## src/common/uart_pkg.sv

```systemverilog
// Constants and types shared by the serial port design.
package uart_pkg;

  // --------------------------------------------------------------------
  // Register addresses on the special function register port
  // --------------------------------------------------------------------
  localparam logic [7:0] ADDR_FRAME_FORMAT = 8'hE5;
  localparam logic [7:0] ADDR_CONTROL = 8'hD2;
  localparam logic [7:0] ADDR_DATA = 8'hD3;
  localparam logic [7:0] ADDR_BAUD_CTL = 8'hAC;
  localparam logic [7:0] ADDR_RELOAD_LO = 8'hB4;
  localparam logic [7:0] ADDR_RELOAD_HI = 8'hB5;

  // --------------------------------------------------------------------
  // Values after reset
  // --------------------------------------------------------------------
  localparam logic [7:0] FRAME_FORMAT_RST = 8'h0C;
  localparam logic [7:0] RELOAD_RST = 8'h00;

  // --------------------------------------------------------------------
  // Field positions of the frame format register
  // --------------------------------------------------------------------
  localparam int FF_MCE = 7;
  localparam int FF_PKIND_HI = 6;
  localparam int FF_PKIND_LO = 5;
  localparam int FF_PE = 4;
  localparam int FF_DL_HI = 3;
  localparam int FF_DL_LO = 2;
  localparam int FF_XBE = 1;
  localparam int FF_SBL = 0;

  // --------------------------------------------------------------------
  // Field positions of the control and status register
  // --------------------------------------------------------------------
  localparam int CS_RX_READY = 0;
  localparam int CS_TX_DONE = 1;
  localparam int CS_RX_EXTRA = 2;
  localparam int CS_TX_EXTRA = 3;
  localparam int CS_RX_EN = 4;
  localparam int CS_PAR_ERR = 5;
  localparam int CS_OVERRUN = 6;
  localparam int CS_TX_BUSY = 7;

  // --------------------------------------------------------------------
  // Field positions of the baud generator control register
  // --------------------------------------------------------------------
  localparam int BC_ENABLE = 6;
  localparam int BC_PRESC_HI = 1;
  localparam int BC_PRESC_LO = 0;

  // --------------------------------------------------------------------
  // Prescaler terminal counts, ratio minus one
  // --------------------------------------------------------------------
  localparam logic [5:0] PRESC_END_1 = 6'h00;
  localparam logic [5:0] PRESC_END_4 = 6'h03;
  localparam logic [5:0] PRESC_END_12 = 6'h0B;
  localparam logic [5:0] PRESC_END_48 = 6'h2F;

  // --------------------------------------------------------------------
  // Counts and sizes
  // --------------------------------------------------------------------
  localparam logic [15:0] TIMER_TOP = 16'hFFFF;
  localparam logic [1:0] FIFO_DEPTH = 2'h3;
  localparam logic [3:0] DATA_BITS_MIN = 4'h5;
  localparam logic [4:0] STOP_HALF_SHORT = 5'h02;
  localparam logic [4:0] STOP_HALF_LONG = 5'h04;
  localparam logic [4:0] STOP_HALF_MID = 5'h03;

  // --------------------------------------------------------------------
  // Enumerations
  // --------------------------------------------------------------------
  typedef enum logic [1:0] {
    PAR_ODD = 2'h0,
    PAR_EVEN = 2'h1,
    PAR_MARK = 2'h2,
    PAR_SPACE = 2'h3
  } parity_kind_t;

  typedef enum logic {
    LINE_IDLE = 1'h0,
    LINE_BUSY = 1'h1
  } line_state_t;

endpackage : uart_pkg

```

## src/hdl/uart_with_baud_generator.sv

```systemverilog
// Serial port with baud generator, receive queue and register port.
//
// Behaviour
// Three byte receive queue; extra byte is overrun.
// Data port writes go to transmit holding.
// Data port reads return oldest received byte.
// Done and ready flags raise interrupt request.
// Flags stay set until software clears them.
// Ready clear ignored while queue holds bytes.
// Baud timer clocked through 1/4/12/48 prescaler.
// No transfer unless baud generator enabled.
// Timer counts up, reloads on overflow.
// Two overflows per bit time.
// Software keeps rate below core clock/16.
// Multiprocessor check gates ready on extra bit.
// Multiprocessor check off while parity enabled.
// Frame format register layout and reset value.
// Parity generated and checked when enabled.
// Parity kind odd, even, mark, space.
// Start low, data LSB first, extra, stops.
`timescale 1ns/1ps

module uart_with_baud_generator (
  // Clock, reset and enable
  input wire logic i_sys_clk,
  input wire logic i_resetn,
  input wire logic i_clk_en,
  // Register port
  input wire logic [7:0] i_sfr_addr,
  input wire logic [7:0] i_sfr_wdata,
  input wire logic i_sfr_wr,
  input wire logic i_sfr_rd,
  output logic [7:0] o_sfr_rdata,
  // Serial lines
  input wire logic i_rxd,
  output logic o_txd,
  // Interrupt request
  output logic o_irq_req
);

  // ----------------------------------------------------------------------
  // State
  // ----------------------------------------------------------------------
  typedef struct packed {
    logic [7:0] frame_reg;
    logic [7:0] reload_lo_reg;
    logic [7:0] reload_hi_reg;
    logic baud_en;
    logic [1:0] presc_sel;
    logic [5:0] presc_cnt;
    logic [15:0] baud_timer;
    logic rx_en;
    logic tx_extra;
    logic rx_extra;
    logic rx_ready;
    logic tx_done;
    logic overrun;
    logic par_err;
    logic [7:0] thr;
    logic thr_full;
    uart_pkg::line_state_t tx_state;
    logic [4:0] tx_hcnt;
    logic [4:0] tx_last;
    logic [11:0] tx_frame;
    uart_pkg::line_state_t rx_state;
    logic rx_prev;
    logic [15:0] rx_timer;
    logic [4:0] rx_hcnt;
    logic [11:0] rx_bits;
    logic [2:0][7:0] fifo;
    logic [1:0] fifo_cnt;
    logic txd;
    logic [7:0] rdata;
    logic irq;
  } state_t;

  state_t state_reg;
  state_t state_next;
  logic [1:0] rst_sync_reg;
  logic rst_n;

  // ----------------------------------------------------------------------
  // Helpers
  // ----------------------------------------------------------------------
  function automatic logic parity_of(input logic [7:0] d,
                                     input logic [3:0] n,
                                     input logic [1:0] kind);
    logic x;
    logic r;
    x = 1'b0;
    for (int i = 0; i < 8; i++)
    begin
      if (4'(i) < n)
      begin
        x = x ^ d[i];
      end
    end
    unique case (uart_pkg::parity_kind_t'(kind))
      uart_pkg::PAR_ODD: r = ~x;
      uart_pkg::PAR_EVEN: r = x;
      uart_pkg::PAR_MARK: r = 1'b1;
      uart_pkg::PAR_SPACE: r = 1'b0;
    endcase
    return r;
  endfunction : parity_of

  function automatic logic [7:0] mask_data(input logic [7:0] d,
                                           input logic [3:0] n);
    logic [7:0] r;
    for (int i = 0; i < 8; i++)
    begin
      r[i] = (4'(i) < n) ? d[i] : 1'b0;
    end
    return r;
  endfunction : mask_data

  // ----------------------------------------------------------------------
  // Reset release
  // ----------------------------------------------------------------------
  always_ff @(posedge i_sys_clk or negedge i_resetn)
  begin
    if (!i_resetn)
    begin
      rst_sync_reg <= 2'h0;
    end
    else
    begin
      rst_sync_reg <= {rst_sync_reg[0], 1'b1};
    end
  end

  assign rst_n = rst_sync_reg[1];

  // ----------------------------------------------------------------------
  // Next state
  // ----------------------------------------------------------------------
  always_comb
  begin
    logic [5:0] presc_end;
    logic tick;
    logic tx_ovf;
    logic rx_ovf;
    logic [15:0] reload;
    logic [3:0] nbits;
    logic has_x;
    logic [4:0] stop_half;
    logic [3:0] stop_idx;
    logic [3:0] idx;
    logic [7:0] rx_data;
    logic xbit;
    logic accept;
    logic [1:0] cnt;
    state_next = state_reg;
    reload = {state_reg.reload_hi_reg, state_reg.reload_lo_reg};
    nbits = uart_pkg::DATA_BITS_MIN
            + {2'h0, state_reg.frame_reg[uart_pkg::FF_DL_HI:uart_pkg::FF_DL_LO]};
    has_x = state_reg.frame_reg[uart_pkg::FF_PE]
            | state_reg.frame_reg[uart_pkg::FF_XBE];
    if (!state_reg.frame_reg[uart_pkg::FF_SBL])
    begin
      stop_half = uart_pkg::STOP_HALF_SHORT;
    end
    else if (nbits == uart_pkg::DATA_BITS_MIN)
    begin
      stop_half = uart_pkg::STOP_HALF_MID;
    end
    else
    begin
      stop_half = uart_pkg::STOP_HALF_LONG;
    end
    stop_idx = nbits + {3'h0, has_x} + 4'h1;
    idx = state_reg.rx_hcnt[4:1];
    rx_data = mask_data(state_reg.rx_bits[8:1], nbits);
    xbit = state_reg.rx_bits[nbits + 4'h1];
    accept = 1'b0;
    cnt = 2'h0;
    presc_end = uart_pkg::PRESC_END_1;

    // Prescaler shared by both directions; transmit baud timer.
    unique case (state_reg.presc_sel)
      2'h0: presc_end = uart_pkg::PRESC_END_1;
      2'h1: presc_end = uart_pkg::PRESC_END_4;
      2'h2: presc_end = uart_pkg::PRESC_END_12;
      2'h3: presc_end = uart_pkg::PRESC_END_48;
    endcase
    tick = state_reg.baud_en && (state_reg.presc_cnt >= presc_end);
    tx_ovf = tick && (state_reg.baud_timer == uart_pkg::TIMER_TOP);
    rx_ovf = tick && (state_reg.rx_timer == uart_pkg::TIMER_TOP);
    if (!state_reg.baud_en || tick)
    begin
      state_next.presc_cnt = 6'h00;
    end
    else
    begin
      state_next.presc_cnt = state_reg.presc_cnt + 6'h01;
    end
    if (!state_reg.baud_en || tx_ovf)
    begin
      state_next.baud_timer = reload;
    end
    else if (tick)
    begin
      state_next.baud_timer = state_reg.baud_timer + 16'h0001;
    end

    // Register writes.
    if (i_sfr_wr)
    begin
      unique case (i_sfr_addr)
        uart_pkg::ADDR_FRAME_FORMAT: state_next.frame_reg = i_sfr_wdata;
        uart_pkg::ADDR_RELOAD_LO: state_next.reload_lo_reg = i_sfr_wdata;
        uart_pkg::ADDR_RELOAD_HI: state_next.reload_hi_reg = i_sfr_wdata;
        uart_pkg::ADDR_BAUD_CTL:
        begin
          state_next.baud_en = i_sfr_wdata[uart_pkg::BC_ENABLE];
          state_next.presc_sel =
            i_sfr_wdata[uart_pkg::BC_PRESC_HI:uart_pkg::BC_PRESC_LO];
        end
        uart_pkg::ADDR_DATA:
        begin
          state_next.thr = i_sfr_wdata;
          state_next.thr_full = 1'b1;
        end
        uart_pkg::ADDR_CONTROL:
        begin
          state_next.tx_extra = i_sfr_wdata[uart_pkg::CS_TX_EXTRA];
          state_next.rx_en = i_sfr_wdata[uart_pkg::CS_RX_EN];
          state_next.tx_done = state_reg.tx_done
                               & i_sfr_wdata[uart_pkg::CS_TX_DONE];
          state_next.overrun = state_reg.overrun
                               & i_sfr_wdata[uart_pkg::CS_OVERRUN];
          state_next.par_err = state_reg.par_err
                               & i_sfr_wdata[uart_pkg::CS_PAR_ERR];
        end
        default: ;
      endcase
    end

    // Register reads; a data read pops the oldest byte.
    if (i_sfr_rd)
    begin
      unique case (i_sfr_addr)
        uart_pkg::ADDR_FRAME_FORMAT: state_next.rdata = state_reg.frame_reg;
        uart_pkg::ADDR_RELOAD_LO: state_next.rdata = state_reg.reload_lo_reg;
        uart_pkg::ADDR_RELOAD_HI: state_next.rdata = state_reg.reload_hi_reg;
        uart_pkg::ADDR_BAUD_CTL:
          state_next.rdata = {1'b0, state_reg.baud_en, 4'h0,
                              state_reg.presc_sel};
        uart_pkg::ADDR_CONTROL:
          state_next.rdata = {state_reg.tx_state == uart_pkg::LINE_BUSY
                              || state_reg.thr_full,
                              state_reg.overrun, state_reg.par_err,
                              state_reg.rx_en, state_reg.tx_extra,
                              state_reg.rx_extra, state_reg.tx_done,
                              state_reg.rx_ready};
        uart_pkg::ADDR_DATA:
        begin
          state_next.rdata = state_reg.fifo[0];
          if (state_reg.fifo_cnt != 2'h0)
          begin
            state_next.fifo[0] = state_reg.fifo[1];
            state_next.fifo[1] = state_reg.fifo[2];
            state_next.fifo_cnt = state_reg.fifo_cnt - 2'h1;
          end
        end
        default: state_next.rdata = 8'h00;
      endcase
    end

    // Clearing ready only succeeds once the queue is empty.
    if (i_sfr_wr && (i_sfr_addr == uart_pkg::ADDR_CONTROL)
        && !i_sfr_wdata[uart_pkg::CS_RX_READY])
    begin
      state_next.rx_ready = (state_next.fifo_cnt != 2'h0);
    end

    // Transmitter.
    if (!state_reg.baud_en)
    begin
      state_next.tx_state = uart_pkg::LINE_IDLE;
    end
    else if (state_reg.tx_state == uart_pkg::LINE_IDLE)
    begin
      if (state_reg.thr_full)
      begin
        state_next.tx_state = uart_pkg::LINE_BUSY;
        state_next.thr_full = i_sfr_wr
                              && (i_sfr_addr == uart_pkg::ADDR_DATA);
        state_next.tx_hcnt = 5'h00;
        state_next.tx_last = 5'({stop_idx, 1'b0}) + stop_half - 5'h01;
        state_next.tx_frame = 12'hFFF;
        state_next.tx_frame[0] = 1'b0;
        for (int i = 0; i < 8; i++)
        begin
          if (4'(i) < nbits)
          begin
            state_next.tx_frame[i + 1] = state_reg.thr[i];
          end
        end
        if (state_reg.frame_reg[uart_pkg::FF_PE])
        begin
          state_next.tx_frame[nbits + 4'h1] =
            parity_of(state_reg.thr, nbits,
                      state_reg.frame_reg[uart_pkg::FF_PKIND_HI:
                                          uart_pkg::FF_PKIND_LO]);
        end
        else if (state_reg.frame_reg[uart_pkg::FF_XBE])
        begin
          state_next.tx_frame[nbits + 4'h1] = state_reg.tx_extra;
        end
      end
    end
    else if (tx_ovf)
    begin
      if (state_reg.tx_hcnt == state_reg.tx_last)
      begin
        state_next.tx_state = uart_pkg::LINE_IDLE;
        state_next.tx_done = 1'b1;
      end
      else
      begin
        state_next.tx_hcnt = state_reg.tx_hcnt + 5'h01;
      end
    end

    // Receiver.
    state_next.rx_prev = i_rxd;
    if (!state_reg.baud_en)
    begin
      state_next.rx_state = uart_pkg::LINE_IDLE;
    end
    else if (state_reg.rx_state == uart_pkg::LINE_IDLE)
    begin
      if (state_reg.rx_en && state_reg.rx_prev && !i_rxd)
      begin
        state_next.rx_state = uart_pkg::LINE_BUSY;
        state_next.rx_timer = reload;
        state_next.rx_hcnt = 5'h00;
      end
    end
    else
    begin
      if (rx_ovf)
      begin
        state_next.rx_timer = reload;
        state_next.rx_hcnt = state_reg.rx_hcnt + 5'h01;
      end
      else if (tick)
      begin
        state_next.rx_timer = state_reg.rx_timer + 16'h0001;
      end
      if (rx_ovf && !state_reg.rx_hcnt[0])
      begin
        state_next.rx_bits[idx] = i_rxd;
        if ((idx == 4'h0) && i_rxd)
        begin
          state_next.rx_state = uart_pkg::LINE_IDLE;
        end
        else if (idx == stop_idx)
        begin
          state_next.rx_state = uart_pkg::LINE_IDLE;
          accept = i_rxd;
          if (state_reg.frame_reg[uart_pkg::FF_MCE]
              && !state_reg.frame_reg[uart_pkg::FF_PE])
          begin
            accept = i_rxd && state_reg.frame_reg[uart_pkg::FF_XBE]
                     && xbit;
          end
        end
      end
    end

    // Store an accepted byte; the set wins over a clear.
    if (accept)
    begin
      state_next.rx_ready = 1'b1;
      state_next.rx_extra = has_x & xbit;
      if (state_reg.frame_reg[uart_pkg::FF_PE]
          && (xbit != parity_of(rx_data, nbits,
                                state_reg.frame_reg[uart_pkg::FF_PKIND_HI:
                                                    uart_pkg::FF_PKIND_LO])))
      begin
        state_next.par_err = 1'b1;
      end
      cnt = state_next.fifo_cnt;
      if (cnt == uart_pkg::FIFO_DEPTH)
      begin
        state_next.overrun = 1'b1;
      end
      else
      begin
        state_next.fifo[cnt] = rx_data;
        state_next.fifo_cnt = cnt + 2'h1;
      end
    end

    // Registered outputs.
    if (state_next.tx_state == uart_pkg::LINE_BUSY)
    begin
      state_next.txd = state_next.tx_frame[state_next.tx_hcnt[4:1]];
    end
    else
    begin
      state_next.txd = 1'b1;
    end
    state_next.irq = state_next.rx_ready | state_next.tx_done;
  end

  // ----------------------------------------------------------------------
  // State register
  // ----------------------------------------------------------------------
  always_ff @(posedge i_sys_clk or negedge rst_n)
  begin
    if (!rst_n)
    begin
      state_reg <= '0;
      state_reg.frame_reg <= uart_pkg::FRAME_FORMAT_RST;
      state_reg.reload_lo_reg <= uart_pkg::RELOAD_RST;
      state_reg.reload_hi_reg <= uart_pkg::RELOAD_RST;
      state_reg.rx_prev <= 1'b1;
      state_reg.txd <= 1'b1;
    end
    else if (i_clk_en)
    begin
      state_reg <= state_next;
    end
  end

  assign o_sfr_rdata = state_reg.rdata;
  assign o_txd = state_reg.txd;
  assign o_irq_req = state_reg.irq;

endmodule : uart_with_baud_generator

```

## config.mk

```make
export PLATFORM = sky130hd
export DESIGN_NAME = uart_with_baud_generator
export DESIGN_NICKNAME = d
export VERILOG_FILES = /design/src/common/uart_pkg.sv /design/src/hdl/uart_with_baud_generator.sv
export SDC_FILE = /design/constraint.sdc
export NUM_CORES = 1
export LEC_CHECK = 0
export BUFFER_PORTS_ARGS = -buffer_cell sky130_fd_sc_hd__buf_2
export CORE_UTILIZATION = 65
export DETAILED_ROUTE_END_ITERATION = 16
export PLACE_DENSITY = 0.83
export SLEW_MARGIN = 15
export SYNTH_ARGS = -nofsm -noshare
export SYNTH_HDL_FRONTEND = slang
export SYNTH_SLANG_ARGS = --single-unit
```

## constraint.sdc

```tcl
create_clock -name i_sys_clk -period 13.6 [get_ports i_sys_clk]
set_input_delay 2.72 -clock i_sys_clk [delete_from_list [all_inputs] [get_ports i_sys_clk]]
set_output_delay 2.72 -clock i_sys_clk [all_outputs]
set_load 0.005 [all_outputs]
```

==> Yosys cells after proc, flatten, opt, wreduce, memory -nomap -nowiden <==
Cells that the tools add are included.
{ "op_classes": {"n_mux": 171, "n_eq_ne": 23, "magnitude_cmp": 16, "n_addsub": 13, "bitwise_logic": 24, "n_reduce_logical": 48} }
{ "ops": {"columns": ["op", "count"], "rows": [
  ["$mux 1", 130],
  ["$mux 18", 5],
  ["$mux 16", 4],
  ["$eq 8x8->1 const B", 6],
  ["$pmux 8 s6", 1],
  ["$mux 21", 2],
  ["$bwmux 12", 3],
  ["$mux 12", 3],
  ["$add 16x1->16 const B", 2],
  ["$eq 16x16->1 const B", 2],
  ["$bwmux 24", 1],
  ["$mux 24", 1],
  ["$pmux 6 s4", 1],
  ["$mux 22", 1],
  ["$reduce_and 3->1", 7],
  ["$mux 6", 3],
  ["$logic_and 1x1->1", 17],
  ["$mux 17", 1],
  ["$demux 8 s2", 1],
  ["$lt 3x4->1 const A", 4],
  ["$reduce_and 4->1", 4],
  ["$lt 4x5->1 const B", 3],
  ["$mux 5", 3],
  ["$xor 1x1->1", 14],
  ["other kinds (41)", 76]
]} }
{ "totals": {"wordCells": 329, "in_bits": 22, "register_bits": 161, "out_inout_bits": 10} }

==> Longest topological paths before layout <==
{ "depth": {"ltp_word": 63, "ltp_mapped": 13, "mapped_depth_nobuf": 13} }

==> Worst setup path after synthesis <==
Ideal clock, no wire load.
{ "synth_timing": {"path_kind": "input -> register", "from": "input i_sfr_addr[3]", "to": "register state_reg[17] (netlist bit)", "t_arrival_ns": 4.508, "path_buffers": 2, "setup_time_ns": 0.130, "required_time_ns": 13.470, "slack_ns": 8.962, "cell_stages": 11, "cell_sequence": "nand4b_1 nor4b_2 and2_1 buf_2 nand2_1 a21o_1 nor2b_1 buf_2 nor2_1 a22oi_1 o21ai_1"} }
{ "synth_between": {"elab_chain_len": 10, "elab_cells_between_ends": 12, "classes_between": "2 x order compare; 2 x eq/ne; 7 x mux; 1 x reduce/logical"} }
{ "synth_lines": {"columns": ["item", "line", "source"], "rows": [
  ["from (decl)", "uart_with_baud_generator.sv:29", "input wire logic [7:0] i_sfr_addr,"],
  ["$eq 8x8->1 *", "uart_with_baud_generator.sv:242", "unique case (i_sfr_addr)"],
  ["$mux 18 *", "uart_with_baud_generator.sv:242", null],
  ["$mux 18 *", "uart_with_baud_generator.sv:240", "if (i_sfr_rd)"],
  ["$lt 2x3->1 (implied by the code) / $ge 2x1->1 (equally long branches)", "uart_with_baud_generator.sv:392", "state_next.fifo[cnt] = rx_data;"],
  ["$logic_and 1x1->1 (implied by the code)", "uart_with_baud_generator.sv:392", null],
  ["$mux 8 (implied by the code)", "uart_with_baud_generator.sv:392", null],
  ["$demux 8 s2", "uart_with_baud_generator.sv:392", null],
  ["$bwmux 24", "uart_with_baud_generator.sv:392", null],
  ["$mux 18", "uart_with_baud_generator.sv:386", "if (cnt == uart_pkg::FIFO_DEPTH)"],
  ["$mux 18 *", "uart_with_baud_generator.sv:374", "if (accept)"],
  ["to (signal assigned)", "uart_with_baud_generator.sv:425", "state_reg <= state_next;"],
  ["to (decl)", "uart_with_baud_generator.sv:77", "state_t state_reg;"]
]} }
Every way passes the cells marked *; elsewhere a longest branch is shown, timed or not.
A chain may end at the register's enable or synchronous reset.

==> Worst setup path after layout <==
Ends and elaborated chain as after synthesis.

==> results by group <==
Run status
  • Status: finished, final reports clean

Clocking
  • Root Driver: clkbuf_16
  • H-tree depth: 4
  • Cts bufs inserted: 17
  • Clk pin slew, worst setup/hold paths: approximately 70 ps
  • Post-CTS Setup Inserts: 0
  • Post-CTS sizing: 0
  • Clock Tree Buf Depth: 2
  • CTS tree: built
  • Hold Buf Count CTS: 0
  • Sink Count: 160
  • Clk_lat worst skew: around 440 ps

Synthesis
  • YS warnings: 0
  • Asr flop ratio synth: 1.00
  • Synth Instances: just under 1000
  • Synthesized area: 9070 µm²
  • EDFF count, synth: 0
  • Synthesized area per cell: around 9.4 µm²
  • Post-synthesis register bit count: 160
  • Yosys cell types: 80
  • Seq/Total Area, Yosys: 0.442
  • Syn Nets: a little over 1000
  • Synth Flop Type: dfrtp_1

Placement
  • Dpl cells: between 1000 and 1500
  • # port buffers: 31
  • GPL Wtd Cong: around 1.0
  • Detail Placement HPWL: ~16000 µm

Floorplanning
  • Die area: ~14000 µm²
  • # IOs: 32
  • Die Wd: 120 µm
  • CORE AREA: roughly 13000 µm²
  • Die Y: roughly 120 µm
  • Effective utilization at floorplan: 0.677
  • Rows: between 40 and 50

Detailed routing
  • First-pass iteration count of the detailed router: 6
  • Final wirelength: ~23000 µm
  • # DRC: 0
  • Routed WL per cell: 20.0 µm
  • Post-route antenna net violation count: 0
  • Detailed-route via count: ~7600
  • Initial DRC Count: 826
  • Via/cell ratio: 6.58

GRT
  • Total congestion overflow: 0
  • Global-route usage over all layers: 0.336
  • First-pass GRT wire length: about 37000 µm
  • Largest net degree at the start of global routing: between 60 and 70
  • Vias in the first global route: ~7000
  • Initial antenna violation count: 0

STA
  • RSZ-0062 raised after global routing: false
  • Fmax: about 0.20 GHz
  • Final hold violations: 0
  • Tcrit/Tclk final: 0.367
  • Skew final: roughly 11 ps
  • Final min period: roughly 5000 ps
  • Relative slew margins: 0.383
  • Worst-Margin Slew: approximately 900 ps
  • # setup viols final: 0
  • Worst hold slack: ~230 ps
  • Max Slew Vio Count: 0
  • Setup TNS: 0 ps

Final layout
  • Fill count: slightly below 1000
  • Final Non-Filler Cells: approximately 1200
  • Multi-input logic area: between 4000 and 5000 µm²
  • Core Util, Final: 0.733
  • Max reg flops: around 150
  • Layout Nets: between 1000 and 1500
  • Reg area: around 4000 µm²
  • N_diodes: 0
  • Share of cells above drive strength 1: 0.158
  • Synthesis-to-finish area growth: 8.39%

Flow run
  • Max-cap violations: 0

Setup path
  • Critical Path RT: approximately 14000 ps
  • CP Max Fanout: 15
  • Crit path kind: in2reg
  • CP endpoint kind: register
  • WP data arrival: 5280 ps
  • CP startpoint kind: input pin

Worst hold path
  • HP Class: reg2async

Pwr
  • Leakage: ~0.0043 µW
  • Max VDD drop: 0.117 mV
  • PD cells: 130 nW/µm²
-- critical path: stages --
cell and delay, ps:
buf_2 120, nand4b_1 180, nor4b_2 220, buf_4 250
and2_1 340, nand2_1 160, a21o_1 230, nor2b_1 470
nor2_1 250, a22oi_1 260, o21ai_1 90
-- cells in the final DEF, fill, tap and decap left out, types with 29 or more instances in the layout --
cell and instances:
inv_1 29, dfrtp_1 155, nand3_1 35, buf_2 31, o21ai_0 81, mux2_2 60, a22oi_1 29, nor2_1 67
nand2_1 122, a21oi_1 59
-- cells in the mapped netlist (7+ instances only) --
cell type | number | area, µm²
nor2b_1 | 15 | 93.8
o21ai_0 | 81 | 405
a21oi_1 | 59 | 295
and2_1 | 8 | 50.1
nor2_1 | 67 | 251
nor3_1 | 21 | 105
and3_1 | 10 | 62.6
buf_4 | 9 | 67.6
a22oi_1 | 29 | 218
xnor2_1 | 15 | 131
o31ai_1 | 9 | 67.6
nand2_1 | 122 | 458
a22o_1 | 7 | 61.3
clkbuf_1 | 36 | 135
mux2_2 | 60 | 676
nand3_1 | 35 | 175
ha_1 | 23 | 288
dfrtp_1 | 156 | 3900
nand4_1 | 12 | 75.1
o22ai_1 | 13 | 81.3
inv_1 | 29 | 109
xor2_1 | 11 | 96.3
-- layout make-up --
type | instances | share of cell area
Clock inverter | 9 | 0.00624
Clock buffer | 23 | 0.0486
Sequential cell | 160 | 0.408
Tap cell | 176 | 0.0224
Multi-Input combinational cell | 724 | 0.481
Inverter | 30 | 0.0115
Timing Repair Buffer | 39 | 0.0219
-- per-stage QoR --
step                cell area (µm²)  total power (µW)  setup slack (ps)
floorplan                      9070               764              8820
global placement               9290               824              8310
detailed placement             9290               832              8190
CTS                            9830              1270              8640
global route                   9830              1330              8260
finish                         9830              1280              8610
-- path summary, 6_finish.rpt --
path | from | endpoint | slack, ps | cells past startpoint
max in group asynchronous | rst_sync_reg[1] | o_sfr_rdata[0] | 11380 | 2
setup reg to reg | state_reg[152] | state_reg[23] | 9570 | 11
hold / removal | rst_sync_reg[1] | state_reg[40] | 230 | 0
min in group i_sys_clk | rst_sync_reg[0] | rst_sync_reg[1] | 350 | 0
setup / recovery | i_sfr_addr[3] | state_reg[17] | 8610 | 11
hold reg to reg | rst_sync_reg[1] | state_reg[40] | 230 | 0
-- cell families (layout without fill, tap and decap cells) --
group,count (synthesis),in the layout,share of synthesized area
XOR/XNOR,28,28,0.0294
adder cells (fa/ha/maj),25,25,0.0362
flip-flops,160,160,0.442
buffers and inverters,81,101,0.0378
AO/OA/AOI/OAI,261,261,0.181
other,1,1,0.000414
multiplexers,70,70,0.0907
AND/OR/NAND/NOR,339,339,0.183
-- report_power, final --
part           switching, µW  internal (µW)
clock network            197            247
logic                    147           89.1
registers               63.4            533
-- per-layer routing --
| metal | up-vias | global-route usage | wire length, µm |
|---|---|---|---|
| met1 | 3699 | 0.462 | 9870 |
| li1 | 3510 | - | - |
| met4 | 0 | 0.134 | 769 |
| met3 | 72 | 0.0860 | 2090 |
| met5 | - | 0 | 0 |
| met2 | 362 | 0.507 | 10500 |
No activity file was read; power rests on OpenSTA's default activity.
